<file path="config.mk">
export PLATFORM = sky130hd
export DESIGN_NAME = swdw_top
export DESIGN_NICKNAME = d
export VERILOG_FILES = /design/src/swdw_pkg.sv /design/src/swdw_delay_if.sv /design/src/swdw_ms_timer.sv /design/src/swdw_top.sv
export SDC_FILE = /design/constraint.sdc
export NUM_CORES = 1
export LEC_CHECK = 0
export BUFFER_PORTS_ARGS = -buffer_cell sky130_fd_sc_hd__buf_2
export CORE_ASPECT_RATIO = 1.1
export CORE_MARGIN = 5
export CORE_UTILIZATION = 34
export CTS_BUF_LIST = sky130_fd_sc_hd__clkbuf_8
export DETAILED_ROUTE_END_ITERATION = 8
export GPL_ROUTABILITY_DRIVEN = 1
export PLACE_DENSITY = 0.58
export REMOVE_ABC_BUFFERS = 1
export SYNTH_ARGS = -nofsm -noshare
export SYNTH_HDL_FRONTEND = slang
export SYNTH_SLANG_ARGS = --single-unit
</file>
<file path="constraint.sdc">
create_clock -name core_clk -period 4 [get_ports core_clk]
set_input_delay 0.4 -clock core_clk [delete_from_list [all_inputs] [get_ports core_clk]]
set_output_delay 0.4 -clock core_clk [all_outputs]
set_load 0.05 [all_outputs]
</file>
<file path="src/swdw_pkg.sv">
// Package with timing constants and codes for the switch delay and watchdog
package swdw_pkg;
   localparam int unsigned CLK_MHZ = 250;
   // Time base: one tick per millisecond
   localparam int unsigned TICK_MS = 1;
   localparam int unsigned TICK_CYC = CLK_MHZ * 1000 * TICK_MS;
   localparam int unsigned DLY_B_STEP_MS = 75;
   localparam int unsigned DLY_A_STEP_MS = 150;
   localparam int unsigned WD_P00_MS = 620;
   localparam int unsigned WD_P01_MS = 310;
   localparam int unsigned WD_P10_MS = 2500;
   localparam int unsigned WD_P11_MS = 1250;
   localparam int unsigned MS_W = 12;
   localparam int unsigned CMD_BITS = 8;
   localparam real SO_VALID_NS = 105.0;
   localparam int unsigned SO_VALID_CYC = $rtoi(SO_VALID_NS * CLK_MHZ / 1000.0);
   typedef enum logic [1:0] {SWDW_NORMAL, SWDW_RUN, SWDW_FAILSAFE} swdw_wd_t;
endpackage

</file>
<file path="src/swdw_delay_if.sv">
// Interface carrying delay start and done between the top and a timer
`timescale 1ns/1ps
interface swdw_delay_if;
   logic start;
   logic tick;
   logic [swdw_pkg::MS_W-1:0] lengthMs;
   logic done;
   logic busy;
   modport ctl (output start, output tick, output lengthMs, input done,
      input busy);
   modport tmr (input start, input tick, input lengthMs, output done,
      output busy);
endinterface

</file>
<file path="src/swdw_ms_timer.sv">
// Millisecond interval timer, length latched when an interval starts
`timescale 1ns/1ps
module swdw_ms_timer (
   input wire logic core_clk,
   input wire logic rst,
   swdw_delay_if.tmr dly
);
   logic [swdw_pkg::MS_W-1:0] cnt_q, cnt_d;
   logic busy_q, busy_d, done_q, done_d;
   always_comb begin
      cnt_d = cnt_q;
      busy_d = busy_q;
      done_d = 1'b0;
      if (dly.start) begin
         // Length taken only here, so a new code waits for the next interval
         cnt_d = dly.lengthMs;
         busy_d = 1'b1;
         done_d = (dly.lengthMs == '0);
         busy_d = (dly.lengthMs != '0);
      end else if (busy_q && dly.tick) begin
         cnt_d = cnt_q - 1'b1;
         if (cnt_q == 12'h001) begin
            busy_d = 1'b0;
            done_d = 1'b1;
         end
      end
   end
   always_ff @(posedge core_clk or posedge rst) begin
      if (rst) begin
         cnt_q <= '0;
         busy_q <= 1'b0;
         done_q <= 1'b0;
      end else begin
         cnt_q <= cnt_d;
         busy_q <= busy_d;
         done_q <= done_d;
      end
   end
   assign dly.done = done_q;
   assign dly.busy = busy_q;
   property p_zero_done;
      @(posedge core_clk) disable iff (rst)
         dly.start && dly.lengthMs == '0 |=> dly.done && !dly.busy;
   endproperty
   a_zero_done: assert property (p_zero_done) else $error("zero delay");
endmodule

</file>
<file path="src/swdw_top.sv">
// Switch delay, watchdog and SPI command receiver of a dual high-side switch
// What this block and its host must do
// Output B delay is code times 75 ms, zero for code 000
// Output A delay steps 150 ms per code pair, zero for 000 and 001
// Watchdog timeout by 2-bit code: 620, 310, 2500, 1250 ms
// With outputs off and fail-safe select floating, expiry turns output on
// Host waits 5 us after reset release before chip select falls
// Host keeps chip select high at least 300 ns between frames
// Host allows 167 ns between chip select and serial clock edges
// Host holds each serial clock phase at least 167 ns; the bench host model holds 24 ns phases
// Host runs serial clock at 3 MHz or slower; the bench host model runs it at about 20.8 MHz
// Serial output updates after each rising clock edge within 105 ns
// Delays counted from a time base; new codes apply to next interval
// Watchdog starts when the reset pin rises; the code starts it on that rise only while the wake pin is also high
// Fail-safe select tied low disables watchdog and fail-safe
// Watchdog timeout enters fail-safe; outputs follow parallel inputs
// 8-bit commands received MSB first on rising serial clock
`timescale 1ns/1ps
module swdw_top #(
   parameter int unsigned TICK_CYC = swdw_pkg::TICK_CYC
) (
   input wire logic core_clk,
   input wire logic rst,
   input wire logic resetPin_n,
   input wire logic wakePin,
   input wire logic chipSel_n,
   input wire logic serClk,
   input wire logic serIn,
   input wire logic [1:0] directIn,
   input wire logic [1:0] failsafe_select_pin,
   input wire logic [2:0] output_switch_delay_sel,
   input wire logic [1:0] watchdog_period_sel,
   input wire logic [1:0] spiOutCmd,
   input wire logic [7:0] statusWord,
   output logic serOut,
   output logic serOutEn_n,
   output logic [7:0] cmdWord,
   output logic cmdValid,
   output logic high_side_out_a,
   output logic high_side_out_b,
   output logic failsafeActive
);
   // failsafe_select_pin: 00 grounded, 01 floating/all on, 10 out A only,
   // 11 parallel inputs, so both stay off while those inputs are low
   logic [2:0] rstS_q, csS_q, sckS_q, siS_q, wkS_q;
   logic [2:0] rstS_d, csS_d, sckS_d, siS_d, wkS_d;
   logic rstPin, cs_n, sck, si, wake;
   logic rstPin_q, cs_q, sck_q;
   // Parallel inputs and fail-safe select share one three-stage chain
   logic [3:0] lvA_q, lvB_q, lvC_q, lvA_d, lvB_d, lvC_d, lvl, lvl_q;
   logic [1:0] fsSel, dIn;
   always_comb begin
      rstS_d = {rstS_q[1:0], resetPin_n};
      csS_d = {csS_q[1:0], chipSel_n};
      sckS_d = {sckS_q[1:0], serClk};
      siS_d = {siS_q[1:0], serIn};
      wkS_d = {wkS_q[1:0], wakePin};
      lvA_d = {failsafe_select_pin, directIn};
      lvB_d = lvA_q;
      lvC_d = lvB_q;
   end
   always_ff @(posedge core_clk or posedge rst) begin
      if (rst) begin
         rstS_q <= 3'h0;
         csS_q <= 3'h7;
         sckS_q <= 3'h0;
         siS_q <= 3'h0;
         wkS_q <= 3'h0;
         lvA_q <= 4'h0;
         lvB_q <= 4'h0;
         lvC_q <= 4'h0;
      end else begin
         rstS_q <= rstS_d;
         csS_q <= csS_d;
         sckS_q <= sckS_d;
         siS_q <= siS_d;
         wkS_q <= wkS_d;
         lvA_q <= lvA_d;
         lvB_q <= lvB_d;
         lvC_q <= lvC_d;
      end
   end
   // Reset, select and clock levels change only when stages two and three agree
   always_comb begin
      rstPin = (rstS_q[1] == rstS_q[2]) ? rstS_q[2] : rstPin_q;
      cs_n = (csS_q[1] == csS_q[2]) ? csS_q[2] : cs_q;
      sck = (sckS_q[1] == sckS_q[2]) ? sckS_q[2] : sck_q;
      si = siS_q[2];
      wake = wkS_q[2];
      // Per bit: follow stage three once it agrees with stage two
      lvl = (~(lvB_q ^ lvC_q) & lvC_q) | ((lvB_q ^ lvC_q) & lvl_q);
      fsSel = lvl[3:2];
      dIn = lvl[1:0];
   end
   logic sckRise, rstRise;
   assign sckRise = sck && !sck_q && !cs_n;
   assign rstRise = rstPin && !rstPin_q;

   // SPI shift register and serial output
   logic [7:0] shIn_q, shIn_d, shOut_q, shOut_d, cmd_q, cmd_d;
   logic [2:0] bit_q, bit_d;
   logic so_q, so_d, cmdV_q, cmdV_d;
   always_comb begin
      shIn_d = shIn_q;
      shOut_d = shOut_q;
      bit_d = bit_q;
      so_d = so_q;
      cmd_d = cmd_q;
      cmdV_d = 1'b0;
      if (cs_n) begin
         bit_d = 3'h0;
         shOut_d = statusWord;
         so_d = statusWord[7];
      end else if (sckRise) begin
         shIn_d = {shIn_q[6:0], si};
         shOut_d = {shOut_q[6:0], 1'b0};
         so_d = shOut_q[6];
         bit_d = bit_q + 3'h1;
         if (bit_q == 3'(swdw_pkg::CMD_BITS - 1)) begin
            cmd_d = {shIn_q[6:0], si};
            cmdV_d = 1'b1;
         end
      end
   end
   always_ff @(posedge core_clk or posedge rst) begin
      if (rst) begin
         shIn_q <= 8'h00;
         shOut_q <= 8'h00;
         bit_q <= 3'h0;
         so_q <= 1'b0;
         cmd_q <= 8'h00;
         cmdV_q <= 1'b0;
         rstPin_q <= 1'b0;
         cs_q <= 1'b1;
         sck_q <= 1'b0;
         lvl_q <= 4'h0;
      end else begin
         shIn_q <= shIn_d;
         shOut_q <= shOut_d;
         bit_q <= bit_d;
         so_q <= so_d;
         cmd_q <= cmd_d;
         cmdV_q <= cmdV_d;
         rstPin_q <= rstPin;
         cs_q <= cs_n;
         sck_q <= sck;
         lvl_q <= lvl;
      end
   end
   assign serOut = so_q;
   assign serOutEn_n = cs_q;
   assign cmdWord = cmd_q;
   assign cmdValid = cmdV_q;

   // Millisecond time base
   logic [31:0] div_q, div_d;
   logic tick;
   assign tick = (div_q == TICK_CYC - 1);
   assign div_d = tick ? 32'h0 : div_q + 32'h1;

   // Watchdog and fail-safe
   swdw_pkg::swdw_wd_t wd_q, wd_d;
   swdw_delay_if wdIf ();
   swdw_delay_if aIf ();
   swdw_delay_if bIf ();
   logic [11:0] wdLen;
   logic fsGnd;
   assign fsGnd = (fsSel == 2'h0);
   always_comb begin
      case (watchdog_period_sel)
         2'h0: wdLen = 12'(swdw_pkg::WD_P00_MS);
         2'h1: wdLen = 12'(swdw_pkg::WD_P01_MS);
         2'h2: wdLen = 12'(swdw_pkg::WD_P10_MS);
         default: wdLen = 12'(swdw_pkg::WD_P11_MS);
      endcase
   end
   always_comb begin
      wd_d = wd_q;
      wdIf.start = 1'b0;
      case (wd_q)
         swdw_pkg::SWDW_NORMAL:
            if (rstRise && wake && !fsGnd) begin
               wd_d = swdw_pkg::SWDW_RUN;
               wdIf.start = 1'b1;
            end
         swdw_pkg::SWDW_RUN:
            if (fsGnd || !rstPin) begin
               wd_d = swdw_pkg::SWDW_NORMAL;
            end else if (cmdV_q) begin
               wdIf.start = 1'b1;
            end else if (wdIf.done) begin
               wd_d = swdw_pkg::SWDW_FAILSAFE;
            end
         swdw_pkg::SWDW_FAILSAFE:
            if (fsGnd || !rstPin) begin
               wd_d = swdw_pkg::SWDW_NORMAL;
            end
         default: wd_d = swdw_pkg::SWDW_NORMAL;
      endcase
   end
   assign wdIf.tick = tick;
   assign wdIf.lengthMs = wdLen;
   always_ff @(posedge core_clk or posedge rst) begin
      if (rst) begin
         wd_q <= swdw_pkg::SWDW_NORMAL;
         div_q <= 32'h0;
      end else begin
         wd_q <= wd_d;
         div_q <= div_d;
      end
   end
   assign failsafeActive = (wd_q == swdw_pkg::SWDW_FAILSAFE);

   // Per-output switching delays from SPI on commands
   logic [1:0] req, reqPrev_q, on_q, on_d;
   always_comb begin
      req = spiOutCmd;
      if (failsafeActive) begin
         case (fsSel)
            2'h1: req = 2'h3;
            2'h2: req = 2'h1;
            default: req = dIn;
         endcase
      end
   end
   assign bIf.lengthMs = 12'(output_switch_delay_sel) *
      12'(swdw_pkg::DLY_B_STEP_MS);
   assign aIf.lengthMs = 12'(output_switch_delay_sel[2:1]) *
      12'(swdw_pkg::DLY_A_STEP_MS);
   assign aIf.tick = tick;
   assign bIf.tick = tick;
   assign aIf.start = req[0] && !reqPrev_q[0];
   assign bIf.start = req[1] && !reqPrev_q[1];
   always_comb begin
      on_d = on_q;
      if (!req[0]) on_d[0] = 1'b0;
      else if (aIf.done) on_d[0] = 1'b1;
      if (!req[1]) on_d[1] = 1'b0;
      else if (bIf.done) on_d[1] = 1'b1;
   end
   always_ff @(posedge core_clk or posedge rst) begin
      if (rst) begin
         reqPrev_q <= 2'h0;
         on_q <= 2'h0;
      end else begin
         reqPrev_q <= req;
         on_q <= on_d;
      end
   end
   assign high_side_out_a = on_q[0];
   assign high_side_out_b = on_q[1];

   swdw_ms_timer wdTmr (.core_clk(core_clk), .rst(rst), .dly(wdIf.tmr));
   swdw_ms_timer aTmr (.core_clk(core_clk), .rst(rst), .dly(aIf.tmr));
   swdw_ms_timer bTmr (.core_clk(core_clk), .rst(rst), .dly(bIf.tmr));

   property p_so_shift;
      @(posedge core_clk) disable iff (rst)
         sckRise |=> serOut == $past(shOut_q[6]);
   endproperty
   a_so_shift: assert property (p_so_shift) else $error("so late");
   property p_cmd;
      @(posedge core_clk) disable iff (rst)
         cmdV_q |-> cmdWord[0] == $past(si);
   endproperty
   a_cmd: assert property (p_cmd) else $error("cmd bit");
   property p_wd_start;
      @(posedge core_clk) disable iff (rst)
         wd_q == swdw_pkg::SWDW_NORMAL && rstRise && wake && !fsGnd
         |=> wd_q == swdw_pkg::SWDW_RUN;
   endproperty
   a_wd_start: assert property (p_wd_start) else $error("wd start");
   property p_gnd;
      @(posedge core_clk) disable iff (rst)
         fsGnd |=> wd_q == swdw_pkg::SWDW_NORMAL;
   endproperty
   a_gnd: assert property (p_gnd) else $error("select grounded");
   property p_fs;
      @(posedge core_clk) disable iff (rst)
         wd_q == swdw_pkg::SWDW_RUN && !fsGnd && rstPin && !cmdV_q &&
         wdIf.done |=> failsafeActive;
   endproperty
   a_fs: assert property (p_fs) else $error("no failsafe");
   property p_len_b;
      @(posedge core_clk) disable iff (rst)
         output_switch_delay_sel == 3'h7 |-> bIf.lengthMs == 12'h20d;
   endproperty
   a_len_b: assert property (p_len_b) else $error("b len");
   property p_len_a;
      @(posedge core_clk) disable iff (rst)
         output_switch_delay_sel == 3'h7 |-> aIf.lengthMs == 12'h1c2;
   endproperty
   a_len_a: assert property (p_len_a) else $error("a len");
   property p_wd_len;
      @(posedge core_clk) disable iff (rst)
         watchdog_period_sel == 2'h2 |-> wdLen == 12'h9c4;
   endproperty
   a_wd_len: assert property (p_wd_len) else $error("wd len");
endmodule

</file>
=== Word level (Yosys, flattened, before mapping) ===
Index checks and enable logic that the tools add are counted.

* Register bits after elaboration: 141
* Input bits: 26
* Output and inout bits: 14
* Logic and storage cells: 159

* Add/sub/neg operators: 5
* Multipliers: 2
* Equality and inequality tests: 20
* Multiplexer cells: 54
* Bitwise operators: 6
* Reduce and logical (&&, ||, !) cells: 40

{| class="wikitable"
|+ Operator list
! kind !! number
|-
| two-way mux 12 bit || 6
|-
| == test 12 x 1 -> 1 bit (second input constant) || 3
|-
| zero test 12 bit || 3
|-
| one-hot mux 12 bit (3 select lines) || 1
|-
| nonzero test 12 bit || 3
|-
| subtractor 12 x 1 -> 12 bit (second input constant) || 3
|-
| two-way mux 1 bit || 33
|-
| adder 32 x 1 -> 32 bit (second input constant) || 1
|-
| == test 32 x 18 -> 1 bit (second input constant) || 1
|-
| two-way mux 32 bit || 1
|-
| two-way mux 7 bit || 2
|-
| nonzero test 2 bit || 7
|-
| two-way mux 2 bit || 6
|-
| logical AND 1 bit || 10
|-
| multiplier 3 x 7 -> 10 bit (second input constant) || 1
|-
| multiplier 2 x 7 -> 9 bit (second input constant) || 1
|-
| bitwise AND 4 bit || 2
|-
| AND reduction 2 bit || 4
|-
| zero test 1 bit || 7
|-
| == test 2 x 1 -> 1 bit (second input constant) || 3
|-
| == test 2 bit (second input constant) || 3
|-
| zero test 2 bit || 3
|-
| two-way mux 3 bit || 2
|-
| != test 2 x 1 -> 1 bit (second input constant) || 3
|-
| 16 further kinds || 18
|}

=== Longest topological paths before layout ===
* Depth after elaboration: 11
* Mapped depth: 10
* Mapped depth without buffers: 9

=== Cells and area by module ===
A second synthesis with hierarchy kept.

* Cells, all modules: 604
* Area total of the unflattened synthesis: 6681.4 um^2

{| class="wikitable"
|+ Modules (own cells, without submodules)
! module !! instances !! cells each !! area an instance (um^2) !! seq. area each (um^2)
|-
| swdw_top || 1 || 343 || 4249.1 || 2482.4
|-
| swdw_ms_timer || 3 || 87 || 810.8 || 350.3
|}

=== Worst setup path after synthesis ===
No wires, ideal clock.

* Kind: register to register
* Start point: register lvl_q[3]
* End point: register aTmr.cnt_q[1] in the netlist's numbering
* Library setup time: 83 ps
* Data arrival time: 2179 ps
* Required time: 3917 ps
* Setup slack: 1738 ps
* Cell stages (with the launch flop): 10
* Path buffers: 1
* Period minus slack after synthesis: 2262 ps
* Cell sequence: dfrtp_1 -> a21o_1 -> o21ai_0 -> ha_1 -> or3b_2 -> o22ai_1 -> or2_2 -> clkbuf_1 -> o21ai_0 -> o21ai_0

* Longest elaborated chain between the ends: 7
* Elaborated cells between the ends (all ways): 9
* Those cells by class: eq/ne: 2; mux: 3; bitwise: 2; reduce/logical: 2

{| class="wikitable"
|+ RTL lines
! element !! line !! text
|-
| from (decl) || swdw_top.sv:50 || <nowiki>logic [3:0] lvA_q, lvB_q, lvC_q, lvA_d, lvB_d, lvC_d, lvl, lvl_q;</nowiki>
|-
| from (signal assigned) || swdw_top.sv:147 || <nowiki>lvl_q <= lvl;</nowiki>
|-
| bitwise AND 4 bit (*) || swdw_top.sv:91 || <nowiki>lvl = (~(lvB_q ^ lvC_q) & lvC_q) | ((lvB_q ^ lvC_q) & lvl_q);</nowiki>
|-
| bitwise OR 4 bit (*) || swdw_top.sv:91 ||
|-
| == test 2 bit / == test 2 x 1 -> 1 bit (equally long branches) || swdw_top.sv:219 || <nowiki>case (fsSel)</nowiki>
|-
| one-hot mux 2 bit (2 select lines) (*) || swdw_top.sv:219 ||
|-
| two-way mux 2 bit (*) || swdw_top.sv:218 || <nowiki>if (failsafeActive) begin</nowiki>
|-
| logical AND 1 bit (*) || swdw_top.sv:232 || <nowiki>assign aIf.start = req[0] && !reqPrev_q[0];</nowiki>
|-
| two-way mux 12 bit / nonzero test 2 bit (equally long branches) || -- ||
|-
| to (signal assigned) || swdw_ms_timer.sv:34 || <nowiki>cnt_q <= cnt_d;</nowiki>
|-
| to (decl) || swdw_ms_timer.sv:8 || <nowiki>logic [swdw_pkg::MS_W-1:0] cnt_q, cnt_d;</nowiki>
|}

Every way passes the cells marked *; elsewhere a longest branch is shown, timed or not.
A chain may end at the register's enable or synchronous reset.

=== Worst setup path after layout ===
* Start point: register div_q[25]
* End point: register wdTmr.cnt_q[1] in the netlist's numbering

* Longest elaborated chain between the ends: 3

{| class="wikitable"
|+ RTL lines
! element !! line !! text
|-
| from (decl) || swdw_top.sv:156 || <nowiki>logic [31:0] div_q, div_d;</nowiki>
|-
| from (signal assigned) || swdw_top.sv:209 || <nowiki>div_q <= div_d;</nowiki>
|-
| == test 32 x 18 -> 1 bit || swdw_top.sv:158 || <nowiki>assign tick = (div_q == TICK_CYC - 1);</nowiki>
|-
| logical AND 1 bit || swdw_ms_timer.sv:20 || <nowiki>end else if (busy_q && dly.tick) begin</nowiki>
|-
| nonzero test 2 bit (no source line) || -- ||
|-
| to (signal assigned) || swdw_ms_timer.sv:34 ||
|-
| to (decl) || swdw_ms_timer.sv:8 ||
|}

No other way between the ends.

==> metrics list <==
- Result of the run: completed
- The mapped netlist covers about 6700 sq um.
* Most common cell after layout, fill and taps aside: dfrtp_1
* Part of the total power dissipated in sequential elements: 0.510
- Wire length of the first global-routing pass: 21130 microns
- Maximum clock frequency: 370.7 MHz
* Worst-skew pair later-pin latency: 440 ps
* Static Leak: 3.318 nW
- Proportion of total power due to net switching: 0.2528
* Via count of the first global-routing pass: 4324
- Number of buffers created by CTS: 17
* Syn-to-layout area delta: 13.53%
* Clock slew seen by the registers of the worst setup and hold paths: 70 ps
- Max-cap violations: 0
- DP Wirelength: 8656 microns
- Routability-driven placement finished with a final weighted congestion of 0.8117.
- Via Count: between 4000 and 5000
* Die span in x: 143.6 microns
* Number of cells produced by synthesis: just under 600
* Commonest cells after routing, fill and taps aside: dfrtp_1, xnor2_1, nor2_1
* YS warnings: 0
* Clock share of power: 0.380
- Using the TritonRoute via totals, the vias-per-cell ratio works out to about 4.9.
* Initial cell density of the core: 0.3473
- Input and output buffers added on the ports amount to 39.
* Final sum of negative setup slack: 0 ps
- The share of total power dissipated in combinational logic is 0.111.
* ANT cells: 0
- Number of flops mapped to enable cells by yosys: 0
- Arrival @ worst endpoint: just over 3000 ps
* Tightest hold margin: 58.84 ps
* Maximum fanout encountered on the critical timing path: 24
* Worst IR drop on VDD: 0.0002343 V
- Resized cells post-CTS: 0
- The count of nets left with antenna violations once routing finished came out at 0.
* Required time of the critical path: approximately 4400 ps
- Pwr per Cell Area: about 430 nW/um^2
- Count of different cell masters after synthesis: 55
- Clock skew on the completed layout was measured at 9.116 ps.
- Share of final-layout standard cells stronger than drive strength 1: 0.1922
- Area of the core: 19230 sq um
- Setup violations remaining at the end of the flow were counted as 0.
- Standard-cell rows: 53
- Internal power: 0.002422 W
- In this run the worst hold path is classified as input port to flop.
- Die Outline Area: 22550 sq um
- Unrepaired setup endpoints after global routing: no
- The worst pin sits at a relative slew slack of 0.4154.
* Slew at the pin closest to its max-slew limit: 873.7 ps
- Count of fill cells added during filler insertion: 1891
* Cell at the root of the clock tree: clkbuf_8
- Total Wirelength: 12440 microns
* Residual DRC count: 0
- For this run, the leading register cell type out of synthesis is dfrtp_1.
- Measured along the y axis, the die boundary spans 157.0 microns.
- Sequential element share of the synthesized area: 0.5290
* Number of buffers inserted by post-CTS setup repair: 0
- A synthesized cell averages 11.48 sq um.
- STA classifies the critical path startpoint as a flop.
- For the finished layout, the period the worst path requires is approximately 2700 ps.
- In this run the power spent charging and discharging nets is around 0.00082 W.
- The number of pins exceeding their max-slew limit in the final report is 0.
- In the finished design, the share of the clock period the worst path needs comes to 0.6744.
* Instance area after placement: 7149 sq um
- The first detailed-routing pass took 4 iterations.
- In this run, the number of DRC markers left after iteration 0 of detailed routing was 208.
- Counting flops with an async set or reset pin after synthesis yields a share of 1.000.
* Pre-CTS worst setup slack: 1283 ps
* Setup WS post-layout: 1302 ps
* Cell area after layout: 7582 sq um
* Number of buffers between clock root and the deepest sink: 2
- Average wire per cell in the routed design: 14.03 microns
- After synthesis the netlist holds a flip-flop and latch count of 141.
- Net total in the final layout: 684
- 40 I/O pins were placed.
* H-tree depth reported by CTS: 4
- Flop-to-flop setup slack: 1300 ps
- Across every metal layer, demand over resource in global routing totals 0.1156.
- TritonCTS clock tree: built
- Hold Path Depth: 1
* Reg2Reg Depth: 6
- The number of antenna violations at the first check in global routing came to 0.
- The worst setup path is of the flop to flop kind.
- Critical Path Sink Type: flop
- The final hold violation count is 0.
- Total number of clock tree sinks: 141
- The number of hold buffers added after CTS was 0.
* Pin count of the biggest net entering global routing: around 90
- Final global-route overflow total: 0
## cell usage after synthesis, types with 7 or more instances
library cell	n	share of area
dfrtp_1	137	0.51
nand2_1	39	0.022
xor2_1	13	0.017
nor3_1	23	0.017
mux2_2	18	0.030
nor4_2	7	0.013
mux2i_1	19	0.028
nor2_1	44	0.025
o21ai_0	23	0.017
nand3_1	18	0.013
inv_1	20	0.011
clkbuf_1	10	0.0056
nor4_1	11	0.010
xnor2_1	53	0.070
ha_1	29	0.054
a21oi_1	15	0.011
nand4_1	12	0.011
## power by group through the flow
| stage | Sequential [W] | Clock [W] | Combinational, W |
|---|---|---|---|
| after floorplan | 0.00166 | 0 | 0.000267 |
| after global placement | 0.00167 | 0 | 0.000351 |
| after detailed placement | 0.00168 | 0 | 0.000364 |
| after CTS | 0.00165 | 0.00127 | 0.000366 |
| after global routing | 0.00167 | 0.00134 | 0.000409 |
| final | 0.00165 | 0.00123 | 0.000358 |
## final cells by class
cell class	instances	area (sq um)	share of cell area
clock buffers	19	261.5	0.03449
clock inverters	12	171.4	0.02261
inverters	20	80.08	0.01056
well taps	247	309.0	0.04076
multi-input cells	403	2987	0.3939
flip-flops and latches	141	3533	0.4660
repair buffers	45	240.2	0.03168
## worst max-delay path: stages, from the launching register on
cell	delay, ps
dfrtp_1	430
nor4_1	360
nand4_2	660
buf_4	460
nor2_1	200
mux2_2	360
a21oi_1	140
## layer usage
metal	vias up	track usage	share of wire
met4	0	0.04036	0.013
met3	10	0.03191	0.041
met1	2167	0.1543	0.47
met5	-	0	0
li1	2112	-	-
met2	72	0.1818	0.48
## final timing paths
path	from	endpoint
min in group asynchronous	rst	serOut$_DFFE_PP0P_
hold / removal	chipSel_n	csS_q[0]$_DFF_PP1_
hold reg to reg	lvA_q[3]$_DFF_PP0_	lvB_q[3]$_DFF_PP0_
max in group asynchronous	rst	cmdWord[4]$_DFFE_PP0P_
setup / recovery	div_q[25]$_DFF_PP0_	wdTmr.cnt_q[1]$_DFFE_PP0P_
setup reg to reg	div_q[25]$_DFF_PP0_	wdTmr.cnt_q[1]$_DFFE_PP0P_
## metrics by stage
| step | utilization | instances | total power (W) |
|---|---|---|---|
| floorplan | - | 564 | 0.001928 |
| global placement | 0.3718 | 856 | 0.002024 |
| detailed placement | 0.3718 | 856 | 0.002042 |
| CTS | 0.3943 | 887 | 0.003291 |
| global route | 0.3943 | 887 | 0.003416 |
| finish | 0.3943 | 887 | 0.003241 |
## registers in the layout, summed over array words and instances, names as in the netlist, 4 cells and up
name         count
shOut_q          7
aTmr.cnt_q      12
lvA_q            4
lvB_q            4
lvC_q            4
shIn_q           7
wdTmr.cnt_q     12
cmdWord          8
bTmr.cnt_q      12
div_q           32
lvl_q            4
## cell families after synthesis
logic type	count (synthesis)	synth area share
fa+ha+maj	35	0.06482
mux	37	0.05882
simple gates	214	0.1933
compound gates	51	0.04290
buf+inv	38	0.02454
xor+xnor	66	0.08655
flops	141	0.5290
(Power assumes the default switching activity.)
